$ cat config.mk
export PLATFORM = sky130hd
export DESIGN_NAME = swi_regs
export DESIGN_NICKNAME = d
export VERILOG_FILES = /design/src/hdl/swi_pkg.sv /design/src/hdl/swi_regs.sv
export SDC_FILE = /design/constraint.sdc
export NUM_CORES = 1
export LEC_CHECK = 0
export BUFFER_PORTS_ARGS = -buffer_cell sky130_fd_sc_hd__buf_2
export CAP_MARGIN = 30
export CORE_ASPECT_RATIO = 0.75
export CORE_MARGIN = 3
export CORE_UTILIZATION = 45
export DETAILED_ROUTE_END_ITERATION = 6
export PLACE_DENSITY = 0.69
export SYNTH_ARGS = -nofsm -noshare
export SYNTH_HDL_FRONTEND = slang
export SYNTH_SLANG_ARGS = --single-unit
$ cat constraint.sdc
create_clock -name clock -period 3.9 [get_ports clock]
set_input_delay 0.39 -clock clock [delete_from_list [all_inputs] [get_ports clock]]
set_output_delay 0.39 -clock clock [all_outputs]
set_load 0.02 [all_outputs]
$ cat src/hdl/swi_pkg.sv
// swi_pkg: constants, field layout and bus carrier for the SYSREF window
// and identification register bank.
// assumes a byte-wide register port driven by the serial interface engine.
// Functional notes
// - The device-class register reads a fixed class code in bits 3-0, and its bits 7-4 are writable, reset to zero.
// - The family identification register is a fixed 16-bit read-only code that no write changes.
// - The silicon revision register is a fixed 8-bit read-only generation code.
// - The maker identification register is a fixed 16-bit read-only manufacturer code.
// - With the edge-processor enable set, each new SYSREF edge reaches the digital logic; with it clear, none does.
// - The receiver sleep bit resets to one, and clearing it powers up the receiver.
// - With accumulate enabled, every position seen near an edge since it was set stays one.
// - With accumulate disabled, each new edge replaces the status with that edge's positions alone.
// - The fine-resolution bit selects a finer status view and a smaller delay step.
// - A four-bit capture delay select, reset to zero, picks the SYSREF sampling delay.
// - The edge-position status is 20 read-only bits with bits 23-20 reading zero.
package swi_pkg;

    localparam int ADDR_W = 15;
    localparam int POS_W = 20;

    // byte addresses; multi-byte registers put their low byte first
    localparam logic [14:0] ADDR_DEVICE_CLASS = 15'h0003;
    localparam logic [14:0] ADDR_FAMILY_LO = 15'h0004;
    localparam logic [14:0] ADDR_FAMILY_HI = 15'h0005;
    localparam logic [14:0] ADDR_REVISION = 15'h0006;
    localparam logic [14:0] ADDR_MAKER_LO = 15'h000C;
    localparam logic [14:0] ADDR_MAKER_HI = 15'h000D;
    localparam logic [14:0] ADDR_CAPTURE_CTRL = 15'h0080;
    localparam logic [14:0] ADDR_POS_B0 = 15'h0090;
    localparam logic [14:0] ADDR_POS_B1 = 15'h0091;
    localparam logic [14:0] ADDR_POS_B2 = 15'h0092;

    // sync_capture_control field positions
    localparam int BIT_PROC_EN = 7;
    localparam int BIT_RECV_SLEEP = 6;
    localparam int BIT_ACCUM_EN = 5;
    localparam int BIT_FINE_RES = 4;
    localparam int DELAY_SEL_LSB = 0;
    localparam int DELAY_SEL_W = 4;

    localparam logic [7:0] CAPTURE_CTRL_RESET = 8'h40;
    localparam logic [3:0] CLASS_RSVD_RESET = 4'h0;
    localparam logic [19:0] POS_RESET = 20'h00000;

    typedef struct packed {
        logic [14:0] addr;
        logic [7:0] wdata;
        logic wr;
        logic rd;
    } swi_req_s;

endpackage

$ cat src/hdl/swi_regs.sv
// swi_regs: identification registers plus SYSREF capture-window control
// and edge-position capture.
// assumes sysref_in, window_taps and the register port are synchronous to
// clock; window_taps comes from the analog edge-window sampler.
`timescale 1ns/1ps
`default_nettype none

module swi_regs
    import swi_pkg::*;
#(
    // arbitrary neutral identity values
    parameter logic [3:0] CLASS_CODE = 4'hA,
    parameter logic [15:0] FAMILY_CODE = 16'h1234,
    parameter logic [7:0] REVISION_CODE = 8'h01,
    parameter logic [15:0] MAKER_CODE = 16'h00A5
)
(
    input wire logic clock,
    input wire logic nrst,
    input wire swi_req_s req,
    output logic [7:0] rd_data,
    output logic rd_valid,
    input wire logic sysref_in,
    input wire logic [POS_W-1:0] window_taps,
    output logic sysref_edge,
    output logic receiver_power_up,
    output logic fine_resolution,
    output logic [DELAY_SEL_W-1:0] capture_delay_select
);

    ////////////////////////////////////////////////////////////////////////
    // register state

    logic [7:0] ctrl;
    logic [3:0] class_rsvd;
    logic [POS_W-1:0] edge_position_status;
    logic sysref_q;
    logic accum_q;
    logic edge_processor_enable;
    logic receiver_sleep;
    logic accumulate_enable;
    logic new_edge;
    logic [POS_W-1:0] next_position;
    logic [7:0] next_rd_data;
    logic [23:0] pos_word;

    assign edge_processor_enable = ctrl[BIT_PROC_EN];
    assign receiver_sleep = ctrl[BIT_RECV_SLEEP];
    assign accumulate_enable = ctrl[BIT_ACCUM_EN];

    always_ff @(posedge clock)
    begin
        if (!nrst)
            ctrl <= CAPTURE_CTRL_RESET;
        else if (req.wr && req.addr == ADDR_CAPTURE_CTRL)
            ctrl <= req.wdata;
    end

    // upper nibble of the class register is plain storage
    always_ff @(posedge clock)
    begin
        if (!nrst)
            class_rsvd <= CLASS_RSVD_RESET;
        else if (req.wr && req.addr == ADDR_DEVICE_CLASS)
            class_rsvd <= req.wdata[7:4];
    end

    ////////////////////////////////////////////////////////////////////////
    // analog-side controls

    // the receiver only draws power once software clears sleep
    assign receiver_power_up = ~receiver_sleep;
    assign fine_resolution = ctrl[BIT_FINE_RES];
    assign capture_delay_select =
        ctrl[DELAY_SEL_LSB +: DELAY_SEL_W];

    ////////////////////////////////////////////////////////////////////////
    // edge processing

    always_ff @(posedge clock)
    begin
        if (!nrst)
        begin
            sysref_q <= 1'b0;
            accum_q <= 1'b0;
        end
        else
        begin
            sysref_q <= sysref_in;
            accum_q <= accumulate_enable;
        end
    end

    // edges seen while disabled are dropped, not queued
    assign new_edge = sysref_in & ~sysref_q & edge_processor_enable;

    always_ff @(posedge clock)
    begin
        if (!nrst)
            sysref_edge <= 1'b0;
        else
            sysref_edge <= new_edge;
    end

    always_comb
    begin
        next_position = edge_position_status;
        if (accumulate_enable && !accum_q)
        begin
            // arming accumulate restarts the history; an edge in the same
            // cycle still counts
            next_position = new_edge ? window_taps : POS_RESET;
        end
        else if (new_edge)
        begin
            if (accumulate_enable)
                next_position = edge_position_status | window_taps;
            else
                next_position = window_taps;
        end
    end

    // holds while the processor is off, since new_edge is gated by it, except that arming accumulate clears it
    always_ff @(posedge clock)
    begin
        if (!nrst)
            edge_position_status <= POS_RESET;
        else
            edge_position_status <= next_position;
    end

    ////////////////////////////////////////////////////////////////////////
    // read side

    assign pos_word = {4'h0, edge_position_status};

    always_comb
    begin
        next_rd_data = 8'h00;
        unique case (req.addr)
            ADDR_DEVICE_CLASS: next_rd_data = {class_rsvd, CLASS_CODE};
            ADDR_FAMILY_LO: next_rd_data = FAMILY_CODE[7:0];
            ADDR_FAMILY_HI: next_rd_data = FAMILY_CODE[15:8];
            ADDR_REVISION: next_rd_data = REVISION_CODE;
            ADDR_MAKER_LO: next_rd_data = MAKER_CODE[7:0];
            ADDR_MAKER_HI: next_rd_data = MAKER_CODE[15:8];
            ADDR_CAPTURE_CTRL: next_rd_data = ctrl;
            ADDR_POS_B0: next_rd_data = pos_word[7:0];
            ADDR_POS_B1: next_rd_data = pos_word[15:8];
            ADDR_POS_B2: next_rd_data = pos_word[23:16];
            default: next_rd_data = 8'h00;
        endcase
    end

    always_ff @(posedge clock)
    begin
        if (!nrst)
        begin
            rd_data <= 8'h00;
            rd_valid <= 1'b0;
        end
        else
        begin
            rd_valid <= req.rd;
            if (req.rd)
                rd_data <= next_rd_data;
        end
    end

endmodule

`default_nettype wire

==> results of run 1 <==
## metal layers
metal	vias up	share of wire
met2	76	0.44
met3	4	0.063
li1	993	-
met4	0	0.0098
met1	979	0.49
met5	-	0
## worst paths after layout
| check | startpoint | end | cells after the start |
|---|---|---|---|
| setup / recovery | req[19] | rd_data[0] | 6 |
| hold / removal | window_taps[18] | edge_position_status[18] | 2 |
| setup reg to reg | ctrl[7] | edge_position_status[2] | 5 |
| hold reg to reg | edge_position_status[1] | edge_position_status[1] | 1 |
## worst max-delay path: cells and delay by family
kind / cells / cell delay [ps]
AOI/OAI and AO/OA: 2 / 410
and+or+nand+nor: 3 / 1470
buffers and inverters: 1 / 120
## metrics by stage
step | setup WS [ps] | utilization | power (mW) | hold slack (ps) | instances
global route | 1596 | 0.5749 | 0.9305 | 303.5 | 350
floorplan | 1933 | - | 0.4981 | 434.2 | 239
detailed placement | 1488 | 0.5488 | 0.5323 | 454.5 | 342
finish | 1721 | 0.5749 | 0.8941 | 298.8 | 350
global placement | 1444 | 0.5488 | 0.5321 | 454.6 | 342
CTS | 1798 | 0.5749 | 0.9002 | 294.8 | 350
## power by group through the flow
| stage | Sequential, mW | Combinational [mW] | Clock [mW] |
|---|---|---|---|
| 2_1_floorplan | 0.461 | 0.0366 | 0 |
| 3_3_place_gp | 0.461 | 0.0713 | 0 |
| 3_5_place_dp | 0.461 | 0.0715 | 0 |
| 4_1_cts | 0.450 | 0.0720 | 0.378 |
| 5_1_grt | 0.450 | 0.0791 | 0.401 |
| 6_report | 0.450 | 0.0726 | 0.371 |
## layout make-up
| type | count | area (um^2) |
|---|---|---|
| Timing Repair Buffer | 64 | 322.8 |
| Clock buffer | 6 | 82.58 |
| Sequential cell | 44 | 880.8 |
| Fill cell | 433 | 1977 |
| Tap cell | 57 | 71.32 |
| Multi-Input combinational cell | 173 | 1262 |
| Inverter | 4 | 15.01 |
| Clock inverter | 2 | 38.79 |
## cells by family (layout without fill, tap and decap cells)
kind of cell / after synthesis / count (layout) / share of synthesized area
and+or+nand+nor: 100 / 100 / 0.2894
adders and majority gates: 2 / 2 / 0.008889
xor gates and xnor gates: 2 / 2 / 0.007779
AOI/OAI and AO/OA: 52 / 52 / 0.1783
buffers and inverters: 22 / 76 / 0.04833
muxes: 17 / 17 / 0.07611
DFF: 44 / 44 / 0.3911
## cells in the mapped netlist, drive strengths merged (3+ instances only)
cell type  number  area share
nand4           6       0.019
nor2b          20       0.059
a21boi          4       0.013
o221ai          4       0.016
o21ai           5       0.011
nand2b         11       0.031
dfxtp          44        0.39
a221oi          3       0.012
or3             3      0.0083
nand2          14       0.023
nor2            5      0.0083
nand3           7       0.016
and3b           3       0.012
nor4            6       0.029
a21oi           5       0.011
a22o           12       0.047
a211oi          7       0.026
nor3            9       0.020
and2            4       0.011
inv             4      0.0067
buf             9       0.027
mux2i          16       0.071
clkbuf          9       0.015
a22oi           8       0.027
nor4b           3       0.014
## flip-flops by register name, indices dropped and copies added, names as in the netlist
signal,flops
sysref_q,1
edge_position_status,20
class_rsvd,4
ctrl,8
accum_q,1
rd_valid,1
rd_data,8
sysref_edge,1
==> results.yml, run 1 <==
clock_tree:
  post-cts-setup-buffer-count: 0
  cts_tree: "built"
  clk-insertion-delay-late_ps: 300
  cts.root.buffer_cell: "sky130_fd_sc_hd__clkbuf_8"
  cts_max_path_buffers: 2
  htreeDepth: 2
  ctsResizeCount: 0
  cts.sinks: 44
  cts_made_buffers: 5
  worst_setup_hold_path_clk_slew_ps: 90
  cts_hold_repair.buffers: 0
sta:
  worst_slew_margin_rel: 0.5225
  layout_worst_path_cycle_share: 0.5586
  fmax_ghz: 0.4590
  timing.final.hold_violations: 0
  finalSetupViolations: 0
  finClkSkew_ps: 5.109
  worst_slew_pin_slew_ps: 714.4
  total_negative_setup_slack_ps: 0
  slew_viol_final: 0
  grt_setup_unrepaired: "no"
  timing.final.crit_period_ps: 2179
run:
  cap_violations: 0
layout:
  final_layout_size_suffix_gt1_frac: 0.2867
  mostFrequentLayoutCell: "sky130_fd_sc_hd__buf_2"
  antenna_cells: 0
  synthToLayoutAreaGrowth_pct: 18.72
  layout.cell_area.non_filler_um2: 2674
  commonest_cells_after_routing_fill_and_taps_aside: "63 x sky130_fd_sc_hd__buf_2, 44 x sky130_fd_sc_hd__dfxtp_1, 19 x sky130_fd_sc_hd__nor2b_1, 16 x sky130_fd_sc_hd__mux2i_1, 14 x sky130_fd_sc_hd__nand2_1"
  final_net_count: 340
pwr:
  total_switching_power_uw: 202.2
  p_leak_nw: 1.100
  intPower_uw: 691.9
  p_comb_frac: 0.081
  pwr_density_cell_nw_per_um2: 334.4
  power.share.switching: 0.2261
  pwr-share-seq: 0.503
  clock_power_share: 0.415
  vdd.ir_drop.worst_uv: 204.8
global_routing:
  first_global_vias: 1871
  first_pass_grt_wire_length_um: 9432
  global_route.overflow_total: 0
  initial_antenna_violation_count: 0
  grt_start_max_net_pins: 33
  grt_usage: 0.2078
  grt.met3_usage: 0.04634
  globalRouteMet1Util: 0.3091
  grt_util_met2: 0.2970
  grt.busiest_layer: "met1"
worst_setup_path:
  critical_path.max_stage_delay_ps: 600
  worst_ep_arrival_time_ps: 2390
  timing.setup.critical_path_class: "primary input to flip-flop"
  setup.worst_path.start_class: "primary input"
  worst-path-max-fanout: 12
  slowest_stage: "sky130_fd_sc_hd__nor4_2"
  cp_cell_sequence: "buf_2, nor4_2, nand2_1, nor3_1, a221oi_1, a211oi_1"
  timing.critical_path.to_type: "flip-flop"
  setup.reg_to_reg.worst_slack_ps: 2220
  worst_ep_required_time_ps: 4120
synthesis:
  number_of_enable_type_register_cells_in_the_synthesized_netlist: 0
  ys_seq_elements: 44
  synth_nets: 287
  synth_cell_type_count: 48
  yosys_warnings: 0
  synth_area_per_cell_um2: 9.423
  ys_async_sr_fraction: 0
  ys_seq_area_frac: 0.3911
  synth_flop_cell: "sky130_fd_sc_hd__dfxtp_1"
  mappedNetlistArea_um2: 2252
  post_synth_inst_count: 239
drt:
  finalWirelength_um: 5845
  drt.antenna.violating_nets: 0
  vias_per_cell: 5.863
  drtPass1Iterations: 5
  initial_detailed_routing_violation_count: 166
  wl_per_cell_um: 16.70
  vias: 2052
  drt_drc_violations_left: 0
floorplan:
  starting_density_of_the_core: 0.4843
  num_io_pins: 64
  row_count: 21
  dieWidth_um: 87.69
  die_area_um2: 5898
  core_area_um2: 4651
  die_y_um: 67.27
status:
  run_status: "complete, no violations"
placed_design:
  dp_hpwl_um: 4384
  cell_area_after_placement_um2: 2552
  port_buffers: 63
  gp_routability_congestion: 0.9173
worst_hold_path:
  worst_hold_path_type: "primary input to flip-flop"
(Power assumes the default switching activity.)
==> run 2, diff against run 1 <==
==> constraint.sdc (replaced) <==
create_clock -name clock -period 2.2 [get_ports clock]
set_input_delay 0.22 -clock clock [delete_from_list [all_inputs] [get_ports clock]]
set_output_delay 0.22 -clock clock [all_outputs]
set_load 0.02 [all_outputs]
==> run 2 against run 1 <==
Against the previous run: sequential share of layout area down 0.77 points; clock skew up 1.0 ps; clock power up 37%; first-iteration DRC count up 3.0%; utilization up 1.4 points; die area unchanged; critical path depth unchanged; critical endpoint is now rd_data[6]; total power up 62%; combinational power up 89%.
==> results.yml, run 2 (synthesis gave the netlist of run 1 again) <==
clock_tree:
  cts_max_path_buffers: 2
  post-cts-setup-buffer-count: 0
  cts.root.buffer_cell: "sky130_fd_sc_hd__clkbuf_8"
  cts_tree: "built"
  worst_setup_hold_path_clk_slew_ps: 90
  cts_made_buffers: 5
  ctsResizeCount: 0
  cts_hold_repair.buffers: 0
  clk-insertion-delay-late_ps: 300
  cts.sinks: 44
  htreeDepth: 2
drt:
  drt.antenna.violating_nets: 0
  vias_per_cell: 5.733
  vias: 2081
  initial_detailed_routing_violation_count: 171
  wl_per_cell_um: 16.06
  drtPass1Iterations: 5
  finalWirelength_um: 5831
  drt_drc_violations_left: 0
global_routing:
  grt_usage: 0.2128
  first_global_vias: 1923
  global_route.overflow_total: 0
  initial_antenna_violation_count: 0
  first_pass_grt_wire_length_um: 9577
  grt_start_max_net_pins: 32
sta:
  final_critical_path_setup_slack_ps: 538.5
  fmax_ghz: 0.6019
  slew_viol_final: 0
  total_negative_setup_slack_ps: 0
  grt_setup_unrepaired: "no"
  worst_hold_check_slack_ps: 130.6
  timing.final.hold_violations: 0
  timing.final.crit_period_ps: 1662
  finalSetupViolations: 0
  worst_slew_pin_slew_ps: 449.8
  layout_worst_path_cycle_share: 0.7552
  finClkSkew_ps: 6.144
  worst_slew_margin_rel: 0.7001
pwr:
  p_leak_nw: 1.152
  total_power_mw: 1.444
  vdd.ir_drop.worst_uv: 345.3
  pwr_density_cell_nw_per_um2: 527.6
status:
  run_status: "complete, no violations"
worst_hold_path:
  worst_hold_path_type: "primary input to flip-flop"
worst_setup_path:
  cp_num_buf_inv: 1
  worst_ep_required_time_ps: 2430
  slowest_stage: "sky130_fd_sc_hd__or4b_4"
  cp_top_family: "simple AND/OR/NAND/NOR gates"
  worst-path-max-fanout: 10
  setup.worst_path.start_class: "primary input"
  timing.setup.critical_path_class: "primary input to flip-flop"
  worst_ep_arrival_time_ps: 1890
  timing.critical_path.to_type: "flip-flop"
  cp_cell_sequence: "buf_2, or4b_4, or3_1, a2bb2oi_2, nor2b_4, a211oi_2"
  critical_path.max_stage_delay_ps: 590
floorplan:
  starting_density_of_the_core: 0.4843
  row_count: 21
  core_area_um2: 4651
  die_y_um: 67.27
  num_io_pins: 64
  die_area_um2: 5898
  dieWidth_um: 87.69
layout:
  synthToLayoutAreaGrowth_pct: 21.56
  reg.largest.list: "edge_position_status (20), ctrl (8), rd_data (8)"
  commonest_cells_after_routing_fill_and_taps_aside: "63 x sky130_fd_sc_hd__buf_2, 44 x sky130_fd_sc_hd__dfxtp_1, 19 x sky130_fd_sc_hd__nor2b_1, 16 x sky130_fd_sc_hd__mux2i_1"
  mostFrequentLayoutCell: "sky130_fd_sc_hd__buf_2"
  largest_register_ffs: 20
  antenna_cells: 0
  final_net_count: 353
  register_ranked_first_by_flip_flop_count: "edge_position_status"
  final_cell_count_without_fillers: 363
  final_layout_size_suffix_gt1_frac: 0.3170
placed_design:
  gp_routability_congestion: 0.8872
  port_buffers: 63
  post-place-cells: 355
  dp_hpwl_um: 4436
  dp_worst_setup_slack_ps: 236.9
run:
  cap_violations: 0
## run 2: cell types whose count changed in the layout (fill, tap and decap cells not counted), sizes merged
cell    delta
buf       +13
clkinv     +2
bufinv     -1
clkbuf     -1
## run 2: per-layer routing
metal / share of wire / global-route usage / routed length, um / up-vias
met4: 0.017 / 0.07088 / 98 / 0
met5: 0 / 0 / 0 / -
met2: 0.42 / 0.2961 / 2466 / 81
met3: 0.071 / 0.05488 / 414 / 10
li1: - / - / - / 1020
met1: 0.49 / 0.3151 / 2852 / 970
## run 2: stage by stage
| stage | instance area [um^2] | utilization |
|---|---|---|
| floorplan | 2252 | - |
| global placement | 2650 | 0.5698 |
| detailed placement | 2650 | 0.5698 |
| CTS | 2738 | 0.5886 |
| global route | 2738 | 0.5886 |
| finish | 2738 | 0.5886 |
## run 2: cell type report
cell class,count,area (um^2)
Fill cell,425,1913
Clock inverter,3,18.77
Tap cell,57,71.32
Inverter,4,15.01
Timing Repair Buffer,77,420.4
Sequential cell,44,880.8
Multi-Input combinational cell,173,1262
Clock buffer,5,68.82
## run 2: path summary, 6_finish.rpt
kind,startpoint,end,slack (ps),cells past startpoint
setup / recovery,req[12],rd_data[6],540,6
hold / removal,window_taps[1],edge_position_status[1],130,2
setup reg to reg,ctrl[7],edge_position_status[2],650,5
hold reg to reg,class_rsvd[2],class_rsvd[2],470,2
## run 2: worst register-to-register path, cell delays in order, from the launching register on
cell and delay, ps:
sky130_fd_sc_hd__dfxtp_1 340, sky130_fd_sc_hd__and3b_1 180, sky130_fd_sc_hd__buf_4 160, sky130_fd_sc_hd__mux2i_1 190, sky130_fd_sc_hd__and2_1 430, sky130_fd_sc_hd__a22o_1 200
## run 2: power breakdown
| group | switching [mW] | internal, mW | leakage [nW] | total [mW] |
|---|---|---|---|---|
| logic | 0.0724 | 0.0648 | 0.749 | 0.137 |
| registers | 0.000455 | 0.797 | 0.355 | 0.798 |
| clock network | 0.288 | 0.222 | 0.0479 | 0.509 |
| total | 0.361 | 1.08 | 1.15 | 1.44 |
==> run 3, diff against run 2 <==
--- a/config.mk
+++ b/config.mk
@@ -5,13 +5,14 @@
 export SDC_FILE = /design/constraint.sdc
 export NUM_CORES = 1
 export LEC_CHECK = 0
+export ABC_AREA = 1
 export BUFFER_PORTS_ARGS = -buffer_cell sky130_fd_sc_hd__buf_2
 export CAP_MARGIN = 30
 export CORE_ASPECT_RATIO = 0.75
 export CORE_MARGIN = 3
 export CORE_UTILIZATION = 45
 export DETAILED_ROUTE_END_ITERATION = 6
-export PLACE_DENSITY = 0.69
+export PLACE_DENSITY = 0.72
 export SYNTH_ARGS = -nofsm -noshare
 export SYNTH_HDL_FRONTEND = slang
 export SYNTH_SLANG_ARGS = --single-unit
==> constraint.sdc (replaced) <==
create_clock -name clock -period 1.49 [get_ports clock]
set_input_delay 0.149 -clock clock [delete_from_list [all_inputs] [get_ports clock]]
set_output_delay 0.149 -clock clock [all_outputs]
set_load 0.02 [all_outputs]
==> run 3 against run 2 <==
Against the previous run: global-route usage down 1.8 points; final cell count up 19%; utilization down 0.84 points; total power up 52%; clock power up 69%; synthesized cell count up 31%; highest routed layer unchanged; routed wire length down 7.6%; synthesized area down 3.8%; cell area down 3.7%; largest power group unchanged.
==> results.yml, run 3 <==
status:
  run_status: "complete, no violations"
worst_setup_path:
  timing.setup.critical_path_class: "flip-flop to flip-flop"
  worstSetupEndpoint: "edge_position_status[11]"
  timing.critical_path.to_type: "flip-flop"
  worstSetupPathDepth: 6
  critical_path.max_stage_delay_ps: 420
  cp_top_family: "flip-flops"
  setup.worst_path.start_class: "flip-flop"
  worst-path-max-fanout: 11
  setup.reg_to_reg.worst_slack_ps: 210
  r2r_start: "ctrl[5]"
  cp_num_buf_inv: 2
  timing.rr.end: "edge_position_status[11]"
  worst_ep_arrival_time_ps: 1450
  cp_cell_sequence: "inv_1, o21ai_0, nor2_1, a21oi_1, buf_4, o21ai_0"
  worst_ep_required_time_ps: 1660
  cp_common_cell: "sky130_fd_sc_hd__o21ai_0"
  worstSetupStartpoint: "ctrl[5]"
  slowest_stage: "sky130_fd_sc_hd__dfxtp_1"
  reg2reg_depth: 6
floorplan:
  core_area_um2: 4546
  die_y_um: 66.10
  row_count: 21
  dieWidth_um: 86.13
  starting_density_of_the_core: 0.4767
  die_area_um2: 5693
  num_io_pins: 64
drt:
  finalWirelength_um: 5386
  vias_per_cell: 4.981
  initial_detailed_routing_violation_count: 183
  drt.antenna.violating_nets: 0
  wl_per_cell_um: 12.47
  drt_drc_violations_left: 0
  vias: 2152
  drtPass1Iterations: 4
pwr:
  p_comb_frac: 0.070
  intPower_mw: 1.724
  vdd.ir_drop.worst_uv: 394.5
  pwr_density_cell_nw_per_um2: 831.7
  clock_power_share: 0.392
  p_leak_nw: 1.236
  power.share.switching: 0.2142
  pwr-share-seq: 0.537
  total_switching_power_uw: 469.8
clock_tree:
  cts.root.buffer_cell: "sky130_fd_sc_hd__clkbuf_8"
  worst_setup_hold_path_clk_slew_ps: 80
  cts.sinks: 44
  clk-insertion-delay-late_ps: 290
  cts_hold_repair.buffers: 0
  htreeDepth: 2
  post-cts-setup-buffer-count: 0
  cts_tree: "built"
  ctsResizeCount: 0
  cts_made_buffers: 5
  cts_max_path_buffers: 2
sta:
  grt_setup_unrepaired: "no"
  layout_worst_path_cycle_share: 0.8602
  fmax_ghz: 0.7802
  finClkSkew_ps: 5.136
  timing.final.crit_period_ps: 1282
  timing.final.hold_violations: 0
  final_critical_path_setup_slack_ps: 208.3
  worst_slew_margin_rel: 0.8239
  worst_slew_pin_slew_ps: 261.4
  finalSetupViolations: 0
  total_negative_setup_slack_ps: 0
  slew_viol_final: 0
synthesis:
  ys_async_sr_fraction: 0
  number_of_enable_type_register_cells_in_the_synthesized_netlist: 0
  ys_seq_elements: 44
  synth_nets: 360
  synth_area_per_cell_um2: 6.946
  post_synth_top_area_cell: "sky130_fd_sc_hd__dfxtp_1"
  mappedNetlistArea_um2: 2167
  synth_largest_type_area_fraction: 0.4065
  synth_top_cells_by_count: "74 x sky130_fd_sc_hd__nand2_1, 44 x sky130_fd_sc_hd__dfxtp_1, 39 x sky130_fd_sc_hd__inv_1, 36 x sky130_fd_sc_hd__nor2_1, 28 x sky130_fd_sc_hd__nand3_1"
  synth_cell_type_count: 27
  netlist_top_cells_area: "sky130_fd_sc_hd__dfxtp_1 41%, sky130_fd_sc_hd__nand2_1 13%, sky130_fd_sc_hd__inv_1 6.8%"
  leading_cell_type_by_number_of_instances_after_synthesis: "sky130_fd_sc_hd__nand2_1"
  ys_seq_area_frac: 0.4065
  post_synth_inst_count: 312
  synth_flop_cell: "sky130_fd_sc_hd__dfxtp_1"
  yosys_warnings: 0
placed_design:
  dp_worst_setup_slack_ps: 65.09
  dp_hpwl_um: 4085
  post-place-cells: 426
  gp_routability_congestion: 0.8526
  port_buffers: 63
global_routing:
  first_global_vias: 1923
  initial_antenna_violation_count: 0
  grt_start_max_net_pins: 32
  grt_usage: 0.1947
  global_route.overflow_total: 0
  first_pass_grt_wire_length_um: 8700
layout:
  sequential_cell_area_um2: 880.8
  synthToLayoutAreaGrowth_pct: 21.71
  commonest_cells_after_routing_fill_and_taps_aside: "74 x sky130_fd_sc_hd__nand2_1, 63 x sky130_fd_sc_hd__buf_2, 44 x sky130_fd_sc_hd__dfxtp_1, 39 x sky130_fd_sc_hd__inv_1, 36 x sky130_fd_sc_hd__nor2_1"
  reg.largest.list: "edge_position_status (20), ctrl (8), rd_data (8)"
  largest_register_ffs: 20
  final_net_count: 424
  antenna_cells: 0
  fillCellCount: 472
  mostFrequentLayoutCell: "sky130_fd_sc_hd__nand2_1"
  final_layout_size_suffix_gt1_frac: 0.2640
  utilization: 0.5802
  register_ranked_first_by_flip_flop_count: "edge_position_status"
  multi_input_comb_area_um2: 1041
  final_cell_count_without_fillers: 432
run:
  cap_violations: 0
worst_hold_path:
  hp-start: "window_taps[7]"
  worst_hold_path_type: "primary input to flip-flop"
## run 3: changes by cell type after synthesis, sizes merged, moves of 9 or more
cell,before,now
nand2b,11,0
nor2b,20,0
nand3,7,28
inv,4,41
a22o,12,0
a21oi,5,22
mux2i,16,0
nor3,9,0
nand2,14,77
o21ai,5,30
nor2,5,46
## run 3: tightest hold or removal path: cells and delay by family
kind	cells	cell delay [ps]
buffers and inverters	1	70
AND/OR/NAND/NOR	1	40
AO/OA/AOI/OAI	1	50
## run 3: how the worst min path moves through the flow
stage	to	slack [ps]	depth (start not counted)
after detailed placement	sysref_q	360	3
after CTS	sysref_q	50	3
after floorplan	sysref_q	240	2
final	edge_position_status[7]	60	3
after global placement	edge_position_status[12]	350	3
after global routing	edge_position_status[1]	60	3
## run 3: layout make-up
type	instances	share of cell area
multi-input cells	212	0.3947
repair buffers	71	0.1471
flip-flops and latches	44	0.3340
well taps	57	0.02704
clock buffers	5	0.02609
inverters	42	0.05977
clock inverters	1	0.01139
## run 3: routing by layer
layer	vias to the layer above	track usage	routed length [um]
met5	-	0	0
met4	0	0.05336	44
met3	4	0.04732	493
met2	90	0.2904	2256
met1	951	0.2785	2592
li1	1107	-	-
## run 3: kinds of logic (layout without fill, tap and decap cells)
| kind of cell | count (synthesis) | in the layout | share of synthesized area |
|---|---|---|---|
| AND/OR/NAND/NOR | 154 | 154 | 0.3291 |
| AO/OA/AOI/OAI | 58 | 58 | 0.1513 |
| buffers and inverters | 56 | 119 | 0.1132 |
| flip-flops | 44 | 44 | 0.4065 |
## run 3: power groups by stage
stage	registers (mW)	logic, mW	clock network, mW
after floorplan	1.21	0.0629	0
after global placement	1.21	0.150	0
after detailed placement	1.21	0.153	0
after CTS	1.18	0.154	0.872
after global routing	1.18	0.171	0.914
final	1.18	0.154	0.861
## run 3: metrics by stage
stage | cell area (um^2) | hold WS (ps) | power [mW]
2_1_floorplan | 2167 | 242.5 | 1.271
3_3_place_gp | 2539 | 350.1 | 1.357
3_5_place_dp | 2539 | 355.3 | 1.360
4_1_cts | 2638 | 49.65 | 2.205
5_1_grt | 2638 | 62.11 | 2.264
6_report | 2638 | 57.09 | 2.194
